`config.mk`:
```
export PLATFORM = sky130hd
export DESIGN_NAME = sar_adc_conversion_control
export DESIGN_NICKNAME = d
export VERILOG_FILES = /design/src/rtl/sar_ctrl_pkg.sv /design/src/rtl/phase_divider.sv /design/src/rtl/sar_adc_conversion_control.sv
export SDC_FILE = /design/constraint.sdc
export NUM_CORES = 1
export LEC_CHECK = 0
export BUFFER_PORTS_ARGS = -buffer_cell sky130_fd_sc_hd__buf_2
export CAP_MARGIN = 20
export CORE_MARGIN = 3
export CORE_UTILIZATION = 25
export DETAILED_ROUTE_END_ITERATION = 10
export PLACE_DENSITY = 0.53
export SLEW_MARGIN = 20
export SYNTH_ARGS = -nofsm -noshare
export SYNTH_HDL_FRONTEND = slang
export SYNTH_SLANG_ARGS = --single-unit
```
`constraint.sdc`:
```
create_clock -name sys_clk_in -period 4.48 [get_ports sys_clk_in]
set_input_delay 0.224 -clock sys_clk_in [delete_from_list [all_inputs] [get_ports sys_clk_in]]
set_output_delay 0.224 -clock sys_clk_in [all_outputs]
set_load 0.02 [all_outputs]
```
`src/rtl/sar_ctrl_pkg.sv`:
```
// Package: constants, states and carrier types of the conversion control
package sar_ctrl_pkg;
   localparam int RESULT_W = 8;
   localparam int PHASE_DIV = 8;
   localparam int PHASE_CNT_W = 3;
   localparam int SHIFT_LEN = 8;
   localparam int EXT_CLK_PER_CONV = 64;
   localparam int DONE_SET_CYCLES = 8;
   localparam int DONE_SET_CNT_W = 4;
   localparam int UPDATE_LEAD_CYCLES = 1;
   localparam int CLK_FREQ_HZ = 40000000;
   localparam int FREE_RUN_PULSE_NS = 300;
   localparam int FREE_RUN_PULSE_CYC =
      (FREE_RUN_PULSE_NS * (CLK_FREQ_HZ / 1000000)) / 1000;
   localparam logic [7:0] RESULT_ZERO = 8'h00;
   localparam logic [7:0] RESULT_FULL = 8'hFF;
   localparam logic [2:0] PHASE_RESET = 3'h0;
   localparam logic [2:0] PHASE_LAST = 3'h7;

   typedef enum logic [1:0] {
      ST_IDLE = 2'b00,
      ST_HOLD = 2'b01,
      ST_SEARCH = 2'b10,
      ST_DONE = 2'b11
   } conv_state_t;

   typedef struct packed {
      logic cs_n;
      logic wr_n;
      logic rd_n;
   } bus_ctrl_t;

   typedef struct packed {
      logic [7:0] data;
      logic oe;
   } data_bus_t;
endpackage : sar_ctrl_pkg

```
`src/rtl/phase_divider.sv`:
```
// Module: divide-by-eight phase enable generator
`timescale 1ns/1ps
module phase_divider #(
   parameter int DIV = 8,
   parameter int CNT_W = 3
) (
   // Clock and reset
   input wire logic sys_clk_in,
   input wire logic resetn_in,
   // Control
   input wire logic clear_in,
   output logic tick_out
);
   logic [CNT_W-1:0] cnt_q;
   logic [CNT_W-1:0] cnt_d;

   always_comb begin
      if (clear_in) begin
         cnt_d = '0;
      end else if (cnt_q == CNT_W'(DIV - 1)) begin
         cnt_d = '0;
      end else begin
         cnt_d = cnt_q + CNT_W'(1);
      end
   end

   always_ff @(posedge sys_clk_in or negedge resetn_in) begin
      if (!resetn_in) begin
         cnt_q <= '0;
      end else begin
         cnt_q <= cnt_d;
      end
   end

   assign tick_out = !clear_in && (cnt_q == CNT_W'(DIV - 1));
endmodule : phase_divider

```
`src/rtl/sar_adc_conversion_control.sv`:
```
// Module: control logic of an 8-bit successive-approximation converter
//
// Summary of operation
// - Resolve MSB first, eight comparisons over sixty-four clock cycles.
// - Load result into output latch, then drive done low.
// - New start during a conversion aborts it and restarts.
// - Free-run: chip select low, done looped to write-start.
// - Write-start falling edge clears result register and shift chain.
// - Chip select and write-start both low hold device in reset.
// - Conversion starts one to eight clocks after a start input rises, nine to sixteen if no phase tick fell inside the strobe.
// - Start flop set clears chain, clears done flop, feeds entry flop.
// - Gated pulse clears start flop only once its set condition ends.
// - Marker leaving the chain loads result into output latches.
// - Completion latch sets done flop; pin is its inverse.
// - Sequencing runs at one eighth clock; done set lasts eight clocks.
// - With read held low, done still falls for eight clocks.
// - Free-run: falling done restarts, giving a short done pulse.
// - Chip select and read low clear done and drive the result.
// - Output result updates one clock before done asserts.
// - Negative input at or above positive yields all-zero code.
`timescale 1ns/1ps
module sar_adc_conversion_control #(
   parameter int RESULT_W = sar_ctrl_pkg::RESULT_W,
   parameter int SHIFT_LEN = sar_ctrl_pkg::SHIFT_LEN
) (
   // Clock and reset
   input wire logic sys_clk_in,
   input wire logic resetn_in,
   // Bus control strobes, active low
   input wire logic cs_n_in,
   input wire logic wr_n_in,
   input wire logic rd_n_in,
   // Comparator: high when positive input is at or above trial level
   input wire logic comp_in,
   input wire logic vin_neg_ge_pos_in,
   // Trial word to the ladder
   output logic [RESULT_W-1:0] trial_out,
   output logic sample_out,
   // Result and done
   output logic [RESULT_W-1:0] data_out,
   output logic data_oe_out,
   output logic conversion_done_n_out
);
   sar_ctrl_pkg::bus_ctrl_t ctrl;
   sar_ctrl_pkg::conv_state_t state_q, state_d;
   logic start_flop_q, start_flop_d;
   logic wr_n_q, wr_n_d;
   logic token_entry_flop_q, token_entry_flop_d;
   logic [SHIFT_LEN-1:0] shift_q, shift_d;
   logic [RESULT_W-1:0] approximation_result_reg_q, approximation_result_reg_d;
   logic [RESULT_W-1:0] latch_q, latch_d;
   logic [RESULT_W-1:0] data_q, data_d;
   logic data_oe_q, data_oe_d;
   logic done_flop_q, done_flop_d;
   logic [3:0] done_set_q, done_set_d;
   logic [3:0] bit_idx_q, bit_idx_d;
   logic phase_tick;
   logic set_cond;
   logic wr_fall;
   logic start_clear_gate;
   logic result_load_gate;
   logic read_active;
   logic start_release;

   assign ctrl = '{cs_n: cs_n_in, wr_n: wr_n_in, rd_n: rd_n_in};
   assign set_cond = !ctrl.cs_n && !ctrl.wr_n;
   assign wr_fall = wr_n_q && !ctrl.wr_n;
   assign read_active = !ctrl.cs_n && !ctrl.rd_n;

   phase_divider #(
      .DIV(sar_ctrl_pkg::PHASE_DIV),
      .CNT_W(sar_ctrl_pkg::PHASE_CNT_W)
   ) u_phase (
      .sys_clk_in(sys_clk_in),
      .resetn_in(resetn_in),
      .clear_in(1'b0),
      .tick_out(phase_tick)
   );

   // Gated pulse that may release the start flop
   assign start_clear_gate = phase_tick && token_entry_flop_q;
   // Release only once the set condition has ended; until then the
   // chain stays cleared, so a wide strobe just holds off the search
   assign start_release = start_clear_gate && start_flop_q && !set_cond;
   assign result_load_gate = phase_tick && (state_q == sar_ctrl_pkg::ST_SEARCH)
      && shift_q[SHIFT_LEN-1];

   always_comb begin
      state_d = state_q;
      start_flop_d = start_flop_q;
      wr_n_d = ctrl.wr_n;
      token_entry_flop_d = token_entry_flop_q;
      shift_d = shift_q;
      approximation_result_reg_d = approximation_result_reg_q;
      latch_d = latch_q;
      done_flop_d = done_flop_q;
      done_set_d = done_set_q;
      bit_idx_d = bit_idx_q;

      if (set_cond) begin
         start_flop_d = 1'b1;
      end else if (start_clear_gate && start_flop_q) begin
         start_flop_d = 1'b0;
      end

      case (state_q)
         sar_ctrl_pkg::ST_IDLE, sar_ctrl_pkg::ST_DONE: begin
            if (start_flop_q) begin
               state_d = sar_ctrl_pkg::ST_HOLD;
            end
         end
         sar_ctrl_pkg::ST_HOLD: begin
            if (phase_tick) begin
               token_entry_flop_d = 1'b1;
               if (token_entry_flop_q && !set_cond) begin
                  state_d = sar_ctrl_pkg::ST_SEARCH;
                  token_entry_flop_d = 1'b0;
                  shift_d = {{(SHIFT_LEN-1){1'b0}}, 1'b1};
                  bit_idx_d = 4'(RESULT_W - 1);
                  approximation_result_reg_d = '0;
                  approximation_result_reg_d[RESULT_W-1] = 1'b1;
               end
            end
         end
         sar_ctrl_pkg::ST_SEARCH: begin
            if (phase_tick) begin
               if (result_load_gate) begin
                  // Final bit decided on this step
                  latch_d = approximation_result_reg_q;
                  latch_d[0] = comp_in;
                  if (vin_neg_ge_pos_in) begin
                     latch_d = sar_ctrl_pkg::RESULT_ZERO;
                  end
                  state_d = sar_ctrl_pkg::ST_DONE;
                  done_set_d = 4'(sar_ctrl_pkg::DONE_SET_CYCLES);
               end else begin
                  shift_d = {shift_q[SHIFT_LEN-2:0], 1'b0};
                  approximation_result_reg_d[bit_idx_q[2:0]] = comp_in;
                  approximation_result_reg_d[bit_idx_q[2:0] - 3'h1] = 1'b1;
                  bit_idx_d = bit_idx_q - 4'h1;
               end
            end
         end
         default: begin
            state_d = sar_ctrl_pkg::ST_IDLE;
         end
      endcase

      // Done flop set one clock after the latch update
      if (done_set_q != 4'h0) begin
         done_set_d = done_set_q - 4'h1;
         done_flop_d = 1'b1;
      end

      // Held start flop or fresh falling strobe keeps the chain cleared;
      // the release step itself must not wipe the marker just loaded
      if ((start_flop_q && !start_release) || wr_fall) begin
         shift_d = '0;
         approximation_result_reg_d = '0;
         done_set_d = 4'h0;
         done_flop_d = 1'b0;
         state_d = sar_ctrl_pkg::ST_HOLD;
         if (state_q != sar_ctrl_pkg::ST_HOLD) begin
            token_entry_flop_d = 1'b0;
         end
      end else if (read_active && done_set_q == 4'h0) begin
         done_flop_d = 1'b0;
      end
   end

   always_ff @(posedge sys_clk_in or negedge resetn_in) begin
      if (!resetn_in) begin
         state_q <= sar_ctrl_pkg::ST_IDLE;
         start_flop_q <= 1'b0;
         wr_n_q <= 1'b1;
         token_entry_flop_q <= 1'b0;
         shift_q <= '0;
         approximation_result_reg_q <= '0;
         latch_q <= '0;
         done_flop_q <= 1'b0;
         done_set_q <= 4'h0;
         bit_idx_q <= 4'h0;
      end else begin
         state_q <= state_d;
         start_flop_q <= start_flop_d;
         wr_n_q <= wr_n_d;
         token_entry_flop_q <= token_entry_flop_d;
         shift_q <= shift_d;
         approximation_result_reg_q <= approximation_result_reg_d;
         latch_q <= latch_d;
         done_flop_q <= done_flop_d;
         done_set_q <= done_set_d;
         bit_idx_q <= bit_idx_d;
      end
   end

   // Output drive stage
   always_comb begin
      data_oe_d = read_active;
      // Output word follows the latch load itself, one clock ahead of done
      data_d = latch_d;
   end

   always_ff @(posedge sys_clk_in or negedge resetn_in) begin
      if (!resetn_in) begin
         data_q <= '0;
         data_oe_q <= 1'b0;
      end else begin
         data_q <= data_d;
         data_oe_q <= data_oe_d;
      end
   end

   assign data_out = data_q;
   assign data_oe_out = data_oe_q && read_active;
   assign conversion_done_n_out = !done_flop_q;
   assign trial_out = approximation_result_reg_q;
   assign sample_out = (state_q == sar_ctrl_pkg::ST_SEARCH) && phase_tick;
endmodule : sar_adc_conversion_control

```
## Yosys cells after proc, flatten, opt, wreduce, memory -nomap -nowiden

Index checks and enable logic that the tools add are counted.

- Output and inout bits: 19
- Register bits: 42
- Word-level logic and storage cells: 119
- Bits of input ports: 7

- Eq/ne operators: 15
- Bitwise gates (word level): 1
- Order comparisons: 4
- Reduce and logical (&&, ||, !) cells: 37
- $add $sub $neg: 4
- Mux-type cells: 46

Operators by type and width:

| operator | count |
|---|---|
| $mux 8 | 11 |
| $mux 4 | 9 |
| $pmux 8 s2 | 2 |
| $reduce_and 5->1 | 3 |
| $reduce_bool 3->1 | 5 |
| $logic_and 1x1->1 | 14 |
| $mux 1 | 12 |
| $mux 2 | 6 |
| $ne 3x2->1 const B | 3 |
| $ne 3x3->1 const B | 3 |
| $bwmux 8 | 1 |
| $lt 3x4->1 const B | 2 |
| $ne 2x2->1 const B | 4 |
| $or 8x8->8 | 1 |
| $pmux 4 s2 | 1 |
| $sub 4x1->4 const B | 2 |
| $demux 1 s3 | 2 |
| $ge 3x1->1 const B | 2 |
| $logic_not 1->1 | 6 |
| $pmux 2 s3 | 1 |
| $reduce_and 3->1 | 2 |
| $eq 2x2->1 const B | 2 |
| $logic_not 4->1 | 1 |
| $reduce_bool 2->1 | 2 |
| 10 further kinds | 10 |

## Logic depth before layout (Yosys ltp)

Gate-level depths: netlist (run 1).

- Depth in word-level cells: 10
- Depth in mapped cells: 9
- Gate-level depth less buffers: 6

## Modules after synthesis

A second synthesis (run 1) with hierarchy kept.

- Cell total of the unflattened synthesis: 202
- Area, all modules: 2089.5 um^2

Modules (own cells, without submodules):

| module | cells each | seq. area each (um^2) | area each (um^2) | instances |
|---|---|---|---|---|
| sar_adc_conversion_control | 193 | 952.2 | 1960.6 | 1 |
| phase_divider | 9 | 75.1 | 128.9 | 1 |

## Worst setup path before layout (run 1)

No wires, ideal clock.

- Kind: register to register
- Start: register u_phase.cnt_q[0]
- End: register approximation_result_reg_q[2], in the netlist trial_out[2]
- Path buffers: 3
- Period minus slack after synthesis: 1851 ps
- Library setup time: 121 ps
- Required time: 4359 ps
- Arrival time: 1730 ps
- Path slack: 2629 ps
- Cell stages (with the launch flop): 10
- Path through: dfrtp_1 > ha_1 > ha_1 > buf_4 > o211ai_4 > a21bo_1 > buf_6 > nor2_1 > buf_2 > a22o_1

- Cells in the longest elaborated chain, start to end: 9
- Elaborated cells on any way between the ends: 16
- Those cells by class: 5 x eq/ne; 1 x mux; 10 x reduce/logical

Ends and longest elaborated chain:

| item | line | source |
|---|---|---|
| start: declaration | phase_divider.sv:14 | `logic [CNT_W-1:0] cnt_q;` |
| start signal: assignment | phase_divider.sv:31 | `cnt_q <= cnt_d;` |
| $eq 3x3->1 (*) | phase_divider.sv:35 | `assign tick_out = !clear_in && (cnt_q == CNT_W'(DIV - 1));` |
| $logic_and 1x1->1 | sar_adc_conversion_control.sv:81 | `assign start_clear_gate = phase_tick && token_entry_flop_q;` |
| $logic_and 1x1->1 (2 in a row) | sar_adc_conversion_control.sv:84 | `assign start_release = start_clear_gate && start_flop_q && !set_cond;` |
| $logic_not 1->1 | sar_adc_conversion_control.sv:157 | `if ((start_flop_q && !start_release) \|\| wr_fall) begin` |
| $logic_and 1x1->1 | sar_adc_conversion_control.sv:157 |  |
| $logic_or 1x1->1 | sar_adc_conversion_control.sv:157 |  |
| $ne 3x2->1 (no source line) (tied with other cells) | -- |  |
| $reduce_and 5->1 (no source line) | -- |  |
| end signal: assignment | sar_adc_conversion_control.sv:189 | `approximation_result_reg_q <= approximation_result_reg_d;` |
| end: declaration | sar_adc_conversion_control.sv:50 | `logic [RESULT_W-1:0] approximation_result_reg_q, approximation_result_reg_d;` |

Mark *: on every way between the ends. The rest lies on a longest branch, timed or not.
A chain may end at the register's enable or synchronous reset.

## Final worst setup path (run 1)

- Start: register u_phase.cnt_q[0]
- End: register shift_q[2]

- Cells in the longest elaborated chain, start to end: 9
- Elaborated cells on any way between the ends: 16
- Those cells by class: 5 x eq/ne; 1 x mux; 10 x reduce/logical

Ends and longest elaborated chain:

| item | line | source |
|---|---|---|
| $eq 3x3->1 (*) | phase_divider.sv:35 |  |
| $logic_and 1x1->1 | sar_adc_conversion_control.sv:81 |  |
| $logic_and 1x1->1 (2 in a row) | sar_adc_conversion_control.sv:84 |  |
| $logic_not 1->1 | sar_adc_conversion_control.sv:157 |  |
| $logic_and 1x1->1 | sar_adc_conversion_control.sv:157 |  |
| $logic_or 1x1->1 | sar_adc_conversion_control.sv:157 |  |
| $ne 3x2->1 (no source line) (tied with other cells) | -- |  |
| $reduce_and 5->1 (no source line) | -- |  |
| end signal: assignment | sar_adc_conversion_control.sv:188 | `shift_q <= shift_d;` |
| end: declaration | sar_adc_conversion_control.sv:49 | `logic [SHIFT_LEN-1:0] shift_q, shift_d;` |

Marked as above.

==> summary.txt, run 1 <==
Setup path
  – Setup slack, reg-to-reg: around 2.0 ns
  – Critical Path AT: approximately 2.7 ns
  – CP required: between 4 and 5 ns
  – Critical Path Source: u_phase.cnt_q[0]
  – FF-to-FF End: shift_q[2]
  – Startpoint types: flip-flop
  – Cells on worst reg2reg path: 6
  – Crit. End Element: flip-flop
  – R2R Path Start: u_phase.cnt_q[0]
  – CP max FO: 13
  – Crit path kind: flip-flop to flip-flop

Clock tree
  – CTS Buffer Depth: 2
  – Hold-fix buffers at CTS: 0
  – Clock slew at reported path FFs: around 0.07 ns
  – Setup Fix Bufs, Post-CTS: 0
  – Htree depth: 2
  – Clock Sinks: 41
  – CTS tree: built
  – Resize count post-CTS: 0
  – Clk root buf: clkbuf_8
  – Total CTS buffers: 5
  – Worst skew pair latency: 0.30 ns

Die
  – Io pins: 26
  – Die Area: 0.00956 mm²
  – Site row count: 32
  – Initial Utilization: 0.264
  – Core area: 0.00797 mm²
  – Die W: 97.8 µm
  – Vert. Die Dim: 97.8 µm

Route
  – Routed wire length: 4280 µm
  – Post-route ant nets: 0
  – Vias: 1529
  – Initial DRT Pass Iterations: 4
  – Number of remaining DRC errors: 0
  – Initial DRC Count: 87
  – Via/cell ratio: 4.68
  – Wirelength per Cell: between 10 and 15 µm

Synthesis
  – Proportion of synthesized chip area in sequential cells: 0.488
  – Gate Count Post-Synth: 203
  – Ys flop type: dfrtp_1
  – Synth top cells by count: dfrtp_1, nand2_1, o21ai_0, a21oi_1, a22o_1
  – Post-synthesis cell area: approximately 0.0021 mm²
  – Synthesized area per cell: between 10 and 15 µm²
  – Synth area leader: dfrtp_1
  – Top-area cell type share of the netlist area: 0.475
  – Netlist cell types: 44
  – #FFs+latches synth: 41
  – Count leader, synth: dfrtp_1
  – Synth warn: 0
  – Top cells by area, synth: dfrtp_1, a22o_1, ha_1
  – Number of synthesized flops with an enable pin: 0
  – Synth Net Count: 218
  – Async S/R FF share, synth: 1.00

GRT
  – Total gr overflow: 0
  – Initial antenna violation count: 0
  – Vias in the first global route: 1410
  – Largest net degree at the start of global routing: 42
  – GRT Util Overall: 0.0936
  – First-pass GRT wire length: between 7000 and 8000 µm

STA
  – Max-Slew Margin vs Limit: 0.389
  – Minimum clock period: 2.44 ns
  – Count of final setup violators: 0
  – RSZ-0062 raised after global routing: no
  – Total negative slack: 0 ns
  – Clock tree skew after final layout: 0.00636 ns
  – Worst Max-Slew Pin Slew: 0.916 ns
  – Top achievable clock speed: ~400 MHz
  – Final hold violation count: 0
  – Period utilization: 0.545
  – Final worst slack: 2.04 ns
  – Max Slew Vio Count: 0

Placement
  – Port bufs: 25
  – GPL Wtd Cong: 0.775
  – Dpl cell area: between 0.002 and 0.0025 mm²
  – Worst slack, placed: 2.02 ns
  – Dpl hpwl: approximately 2900 µm

Final layout
  – Fin area: 0.00241 mm²
  – Share of layout cells above drive strength 1: 0.178
  – Area Growth Syn to Fin: 14.6%
  – Diodes inserted: 0
  – Nets: 239

Pwr
  – Leakage power: 1.08 nW
  – Total power draw: 0.902 mW
  – Power per Cell Area: 374 mW/mm²
  – Worst vdd ir: 123 µV

Status
  – Outcome: finished, final reports clean

Min path
  – Min-Delay Path Class: input pin to asynchronous set/reset pin

Job
  – Maxcap violations: 0
-- logic make-up after synthesis --
group / count (synthesis) / share of synthesized area
XOR/XNOR: 4 / 0.0166
AND/OR/NAND/NOR: 62 / 0.160
adder cells (fa/ha/maj): 8 / 0.0475
AO/OA/AOI/OAI: 62 / 0.213
buffers and inverters: 20 / 0.0457
flip-flops: 41 / 0.488
multiplexers: 6 / 0.0291
-- worst max-delay path, cell delays in order, from the launching register on --
cell and delay (ns):
dfrtp_1 0.35, ha_1 0.15, ha_1 0.36, o211ai_4 0.16, a21bo_1 0.36, nor2_1 0.72, a22o_1 0.27
-- power breakdown --
part / internal, mW / total (mW) / leakage [nW] / switching [mW]
registers: 0.389 / 0.412 / 0.498 / 0.0224
logic: 0.0666 / 0.184 / 0.522 / 0.117
clock network: 0.182 / 0.307 / 0.0585 / 0.125
total: 0.638 / 0.902 / 1.08 / 0.265
-- registers in the layout (all words and copies together) (netlist names) --
signal,count
trial_out,8
data_out,8
token_entry_flop_q,1
bit_idx_q,3
state_q,2
start_flop_q,1
data_oe_q,1
done_flop_q,1
u_phase.cnt_q,3
shift_q,8
done_set_q,4
wr_n_q,1
-- through the flow --
step / hold WS [ns] / std cells / util
finish: 0.0660 / 327 / 0.303
global route: 0.0665 / 327 / 0.303
CTS: 0.0656 / 327 / 0.303
detailed placement: 0.389 / 319 / 0.288
global placement: 0.385 / 319 / 0.288
floorplan: -0.0716 / 203 / -
-- final cells by class --
| class | instances | area [µm²] |
|---|---|---|
| fillers | 859 | 5560 |
| flip-flops and latches | 41 | 1030 |
| multi-input cells | 142 | 982 |
| well taps | 102 | 128 |
| repair buffers | 25 | 125 |
| clock buffers | 7 | 86.3 |
| inverters | 9 | 33.8 |
| clock inverters | 1 | 30.0 |
-- how the worst max path moves through the flow --
stage / to / slack (ns)
floorplan: trial_out[2] / 2.63
global placement: trial_out[1] / 2.12
detailed placement: shift_q[2] / 2.02
CTS: shift_q[2] / 1.99
global route: shift_q[5] / 1.77
finish: shift_q[2] / 2.04
-- per-layer routing --
metal / share of wire / vias up / track usage
li1: - / 767 / -
met1: 0.49 / 722 / 0.126
met2: 0.44 / 33 / 0.142
met3: 0.056 / 7 / 0.0293
met4: 0.016 / 0 / 0.0351
met5: 0 / - / 0
-- cells in the final DEF, fill, tap and decap left out, types with 2 or more instances in the layout --
master,synthesis,layout
o31ai_1,2,2
a22o_1,14,14
a21oi_1,15,15
nand3_1,3,3
xor2_1,2,2
o21ai_0,16,16
xnor2_1,2,2
nand2_1,16,16
o311ai_0,2,2
inv_1,9,9
nor2_1,12,12
clkbuf_8,0,6
dfrtp_1,40,40
mux2i_1,5,5
nor2b_1,3,3
nor3_1,3,3
and2_1,3,3
o211ai_1,3,3
nor3b_1,2,2
ha_1,8,8
nand2b_1,12,12
o41ai_1,2,2
buf_2,1,25
Power figures use the tool's default switching activity.
==> run 2, diff against run 1 <==
==> constraint.sdc (replaced) <==
create_clock -name sys_clk_in -period 2.5 [get_ports sys_clk_in]
set_input_delay 0.125 -clock sys_clk_in [delete_from_list [all_inputs] [get_ports sys_clk_in]]
set_output_delay 0.125 -clock sys_clk_in [all_outputs]
set_load 0.02 [all_outputs]
==> run 2 against run 1 <==
  * The run now ends with negative hold slack left
  * Sequential power is 79% higher
  * Hold slack worse by 0.10 ns
  * Utilization is 0.57 points higher
  * Highest routed layer unchanged
  * Largest power group unchanged
  * Wire length rose by 2.8%
  * Clock skew up 0.0020 ns
  * Via count rose by 4.0%
  * Sequential share of layout area fell by 0.78 points
  * Register-to-register slack lost 1.6 ns
==> summary.txt, run 2 (synthesis results as in run 1) <==
GRT
  – Total gr overflow: 0
  – GR Util met2: 0.141
  – Largest net degree at the start of global routing: 42
  – Vias in the first global route: 1497
  – Initial antenna violation count: 0
  – GRT Util Overall: 0.0978
  – Grt met1 use: 0.144
  – Grt peak-use layer: met1
  – M3 GR Usage: 0.0243
  – First-pass GRT wire length: 7640 µm

STA
  – WHS: -0.0343 ns
  – Clock tree skew after final layout: between 0.008 and 0.009 ns
  – Total negative slack: 0 ns
  – Max Slew Vio Count: 0
  – Minimum clock period: 2.02 ns
  – Period utilization: 0.809
  – Worst Max-Slew Pin Slew: between 0.9 and 1 ns
  – Final hold violation count: 40
  – RSZ-0062 raised after global routing: no
  – Count of final setup violators: 0
  – Top achievable clock speed: between 400 and 500 MHz
  – Max-Slew Margin vs Limit: 0.388
  – Final worst slack: 0.478 ns

Final layout
  – Commonest non-fill, non-tap cell in the layout: dfrtp_1
  – Most frequent cells in the layout: dfrtp_1, buf_2, o21ai_0, nand2_1, a21oi_1
  – Area Growth Syn to Fin: 16.7%
  – Fillers: 836
  – Nets: approximately 250
  – Share of layout cells above drive strength 1: 0.203
  – Diodes inserted: 0
  – Layout Utilization: 0.308
  – Finished Layout Cells: around 330

Die
  – Site row count: 32
  – Core area: roughly 0.008 mm²
  – Io pins: 26
  – Initial Utilization: 0.264
  – Die Area: 0.00956 mm²
  – Vert. Die Dim: 97.8 µm
  – Die W: between 90 and 100 µm

Clock tree
  – CTS Buffer Depth: 2
  – Total CTS buffers: 5
  – Setup Fix Bufs, Post-CTS: 0
  – Worst skew pair latency: between 0.2 and 0.3 ns
  – Clock slew at reported path FFs: 0.08 ns
  – CTS tree: built
  – Htree depth: 2
  – Clock Sinks: 41
  – Clk root buf: clkbuf_8

Route
  – Initial DRC Count: 74
  – Wirelength per Cell: 13.2 µm
  – Via/cell ratio: between 4 and 5
  – Vias: 1590
  – Routed wire length: 4400 µm
  – Number of remaining DRC errors: 0
  – Post-route ant nets: 0
  – Initial DRT Pass Iterations: 4

Setup path
  – Most used cell, CP: ha_1
  – Crit path kind: flip-flop to flip-flop
  – CP required: 2.68 ns
  – Slowest cell on crit path: a221oi_4
  – Setup slack, reg-to-reg: 0.48 ns
  – Crit. End Element: flip-flop
  – Slowest Stage Delay on Critical Path: 0.41 ns
  – Cell chain of the critical path: ha_1 -> ha_1 -> nand2b_1 -> a221oi_4 -> nor2_2 -> a22o_1
  – FF-to-FF End: shift_q[2]
  – Cells on worst reg2reg path: 6
  – CP max FO: 13
  – R2R Path Start: u_phase.cnt_q[0]
  – Critical Path AT: between 2 and 2.5 ns
  – Startpoint types: flip-flop

Job
  – Maxcap violations: 0

Placement
  – Dpl hpwl: 3020 µm
  – Port bufs: 25
  – Worst slack, placed: 0.234 ns
  – GPL Wtd Cong: 0.756
  – Post-Place Cells: approximately 320

Pwr
  – Worst vdd ir: approximately 190 µV
  – Total power draw: 1.57 mW
  – Leakage power: 1.11 nW
  – Power per Cell Area: between 600 and 700 mW/mm²

Status
  – Failing checks: negative hold slack
  – Outcome: finished with violations

Min path
  – Min-Delay Path Class: input pin to asynchronous set/reset pin
## run 2: power breakdown
group / switching [mW] / leakage (nW) / internal (mW)
combinational: 0.218 / 0.554 / 0.132
sequential: 0.0380 / 0.498 / 0.698
clock: 0.230 / 0.0542 / 0.250
## run 2: worst max path at each step
stage | start | endpoint | slack (ns) | depth (start not counted)
floorplan | u_phase.cnt_q[0] | trial_out[2] | 0.65 | 9
global placement | u_phase.cnt_q[0] | trial_out[4] | 0.26 | 6
detailed placement | u_phase.cnt_q[0] | shift_q[2] | 0.23 | 6
CTS | u_phase.cnt_q[0] | shift_q[2] | 0.21 | 6
global route | u_phase.cnt_q[0] | shift_q[4] | 0.26 | 6
finish | u_phase.cnt_q[0] | shift_q[2] | 0.48 | 6
## run 2: layout make-up
class / count / area, µm² / area share
Sequential cell: 41 / 1030 / 0.418
Multi-Input combinational cell: 142 / 985 / 0.401
Timing Repair Buffer: 32 / 183 / 0.0743
Tap cell: 102 / 128 / 0.0519
Clock buffer: 7 / 96.3 / 0.0392
Inverter: 9 / 33.8 / 0.0137
Clock inverter: 1 / 5.00 / 0.00204
## run 2: metrics by stage
step                      hold WS (ns)  instance area (µm²)
after floorplan                 -0.171                 2110
after global placement           0.291                 2330
after detailed placement         0.293                 2330
after CTS                       0.0113                 2450
after global routing            0.0506                 2460
final                          -0.0343                 2460
## run 2: repair_timing
item                                    4_1_cts  5_1_grt
hold endpoints to repair                      2        0
gates resized for setup                       0        1
hold buffers                                  2        0
endpoints found under the setup margin        0       10
## run 2: routing by layer
layer | share of wire | vias up | wire [µm]
met5 | 0 | - | 0
met4 | 0.012 | 0 | 53
met3 | 0.042 | 5 | 183
met2 | 0.45 | 34 | 1970
met1 | 0.50 | 768 | 2200
li1 | - | 783 | -
## run 2: critical path: cells and delay by family (launching register included)
family,cells,cell delay [ns]
simple gates,2,0.37
fa+ha+maj,2,0.50
compound gates,2,0.68
flops,1,0.35
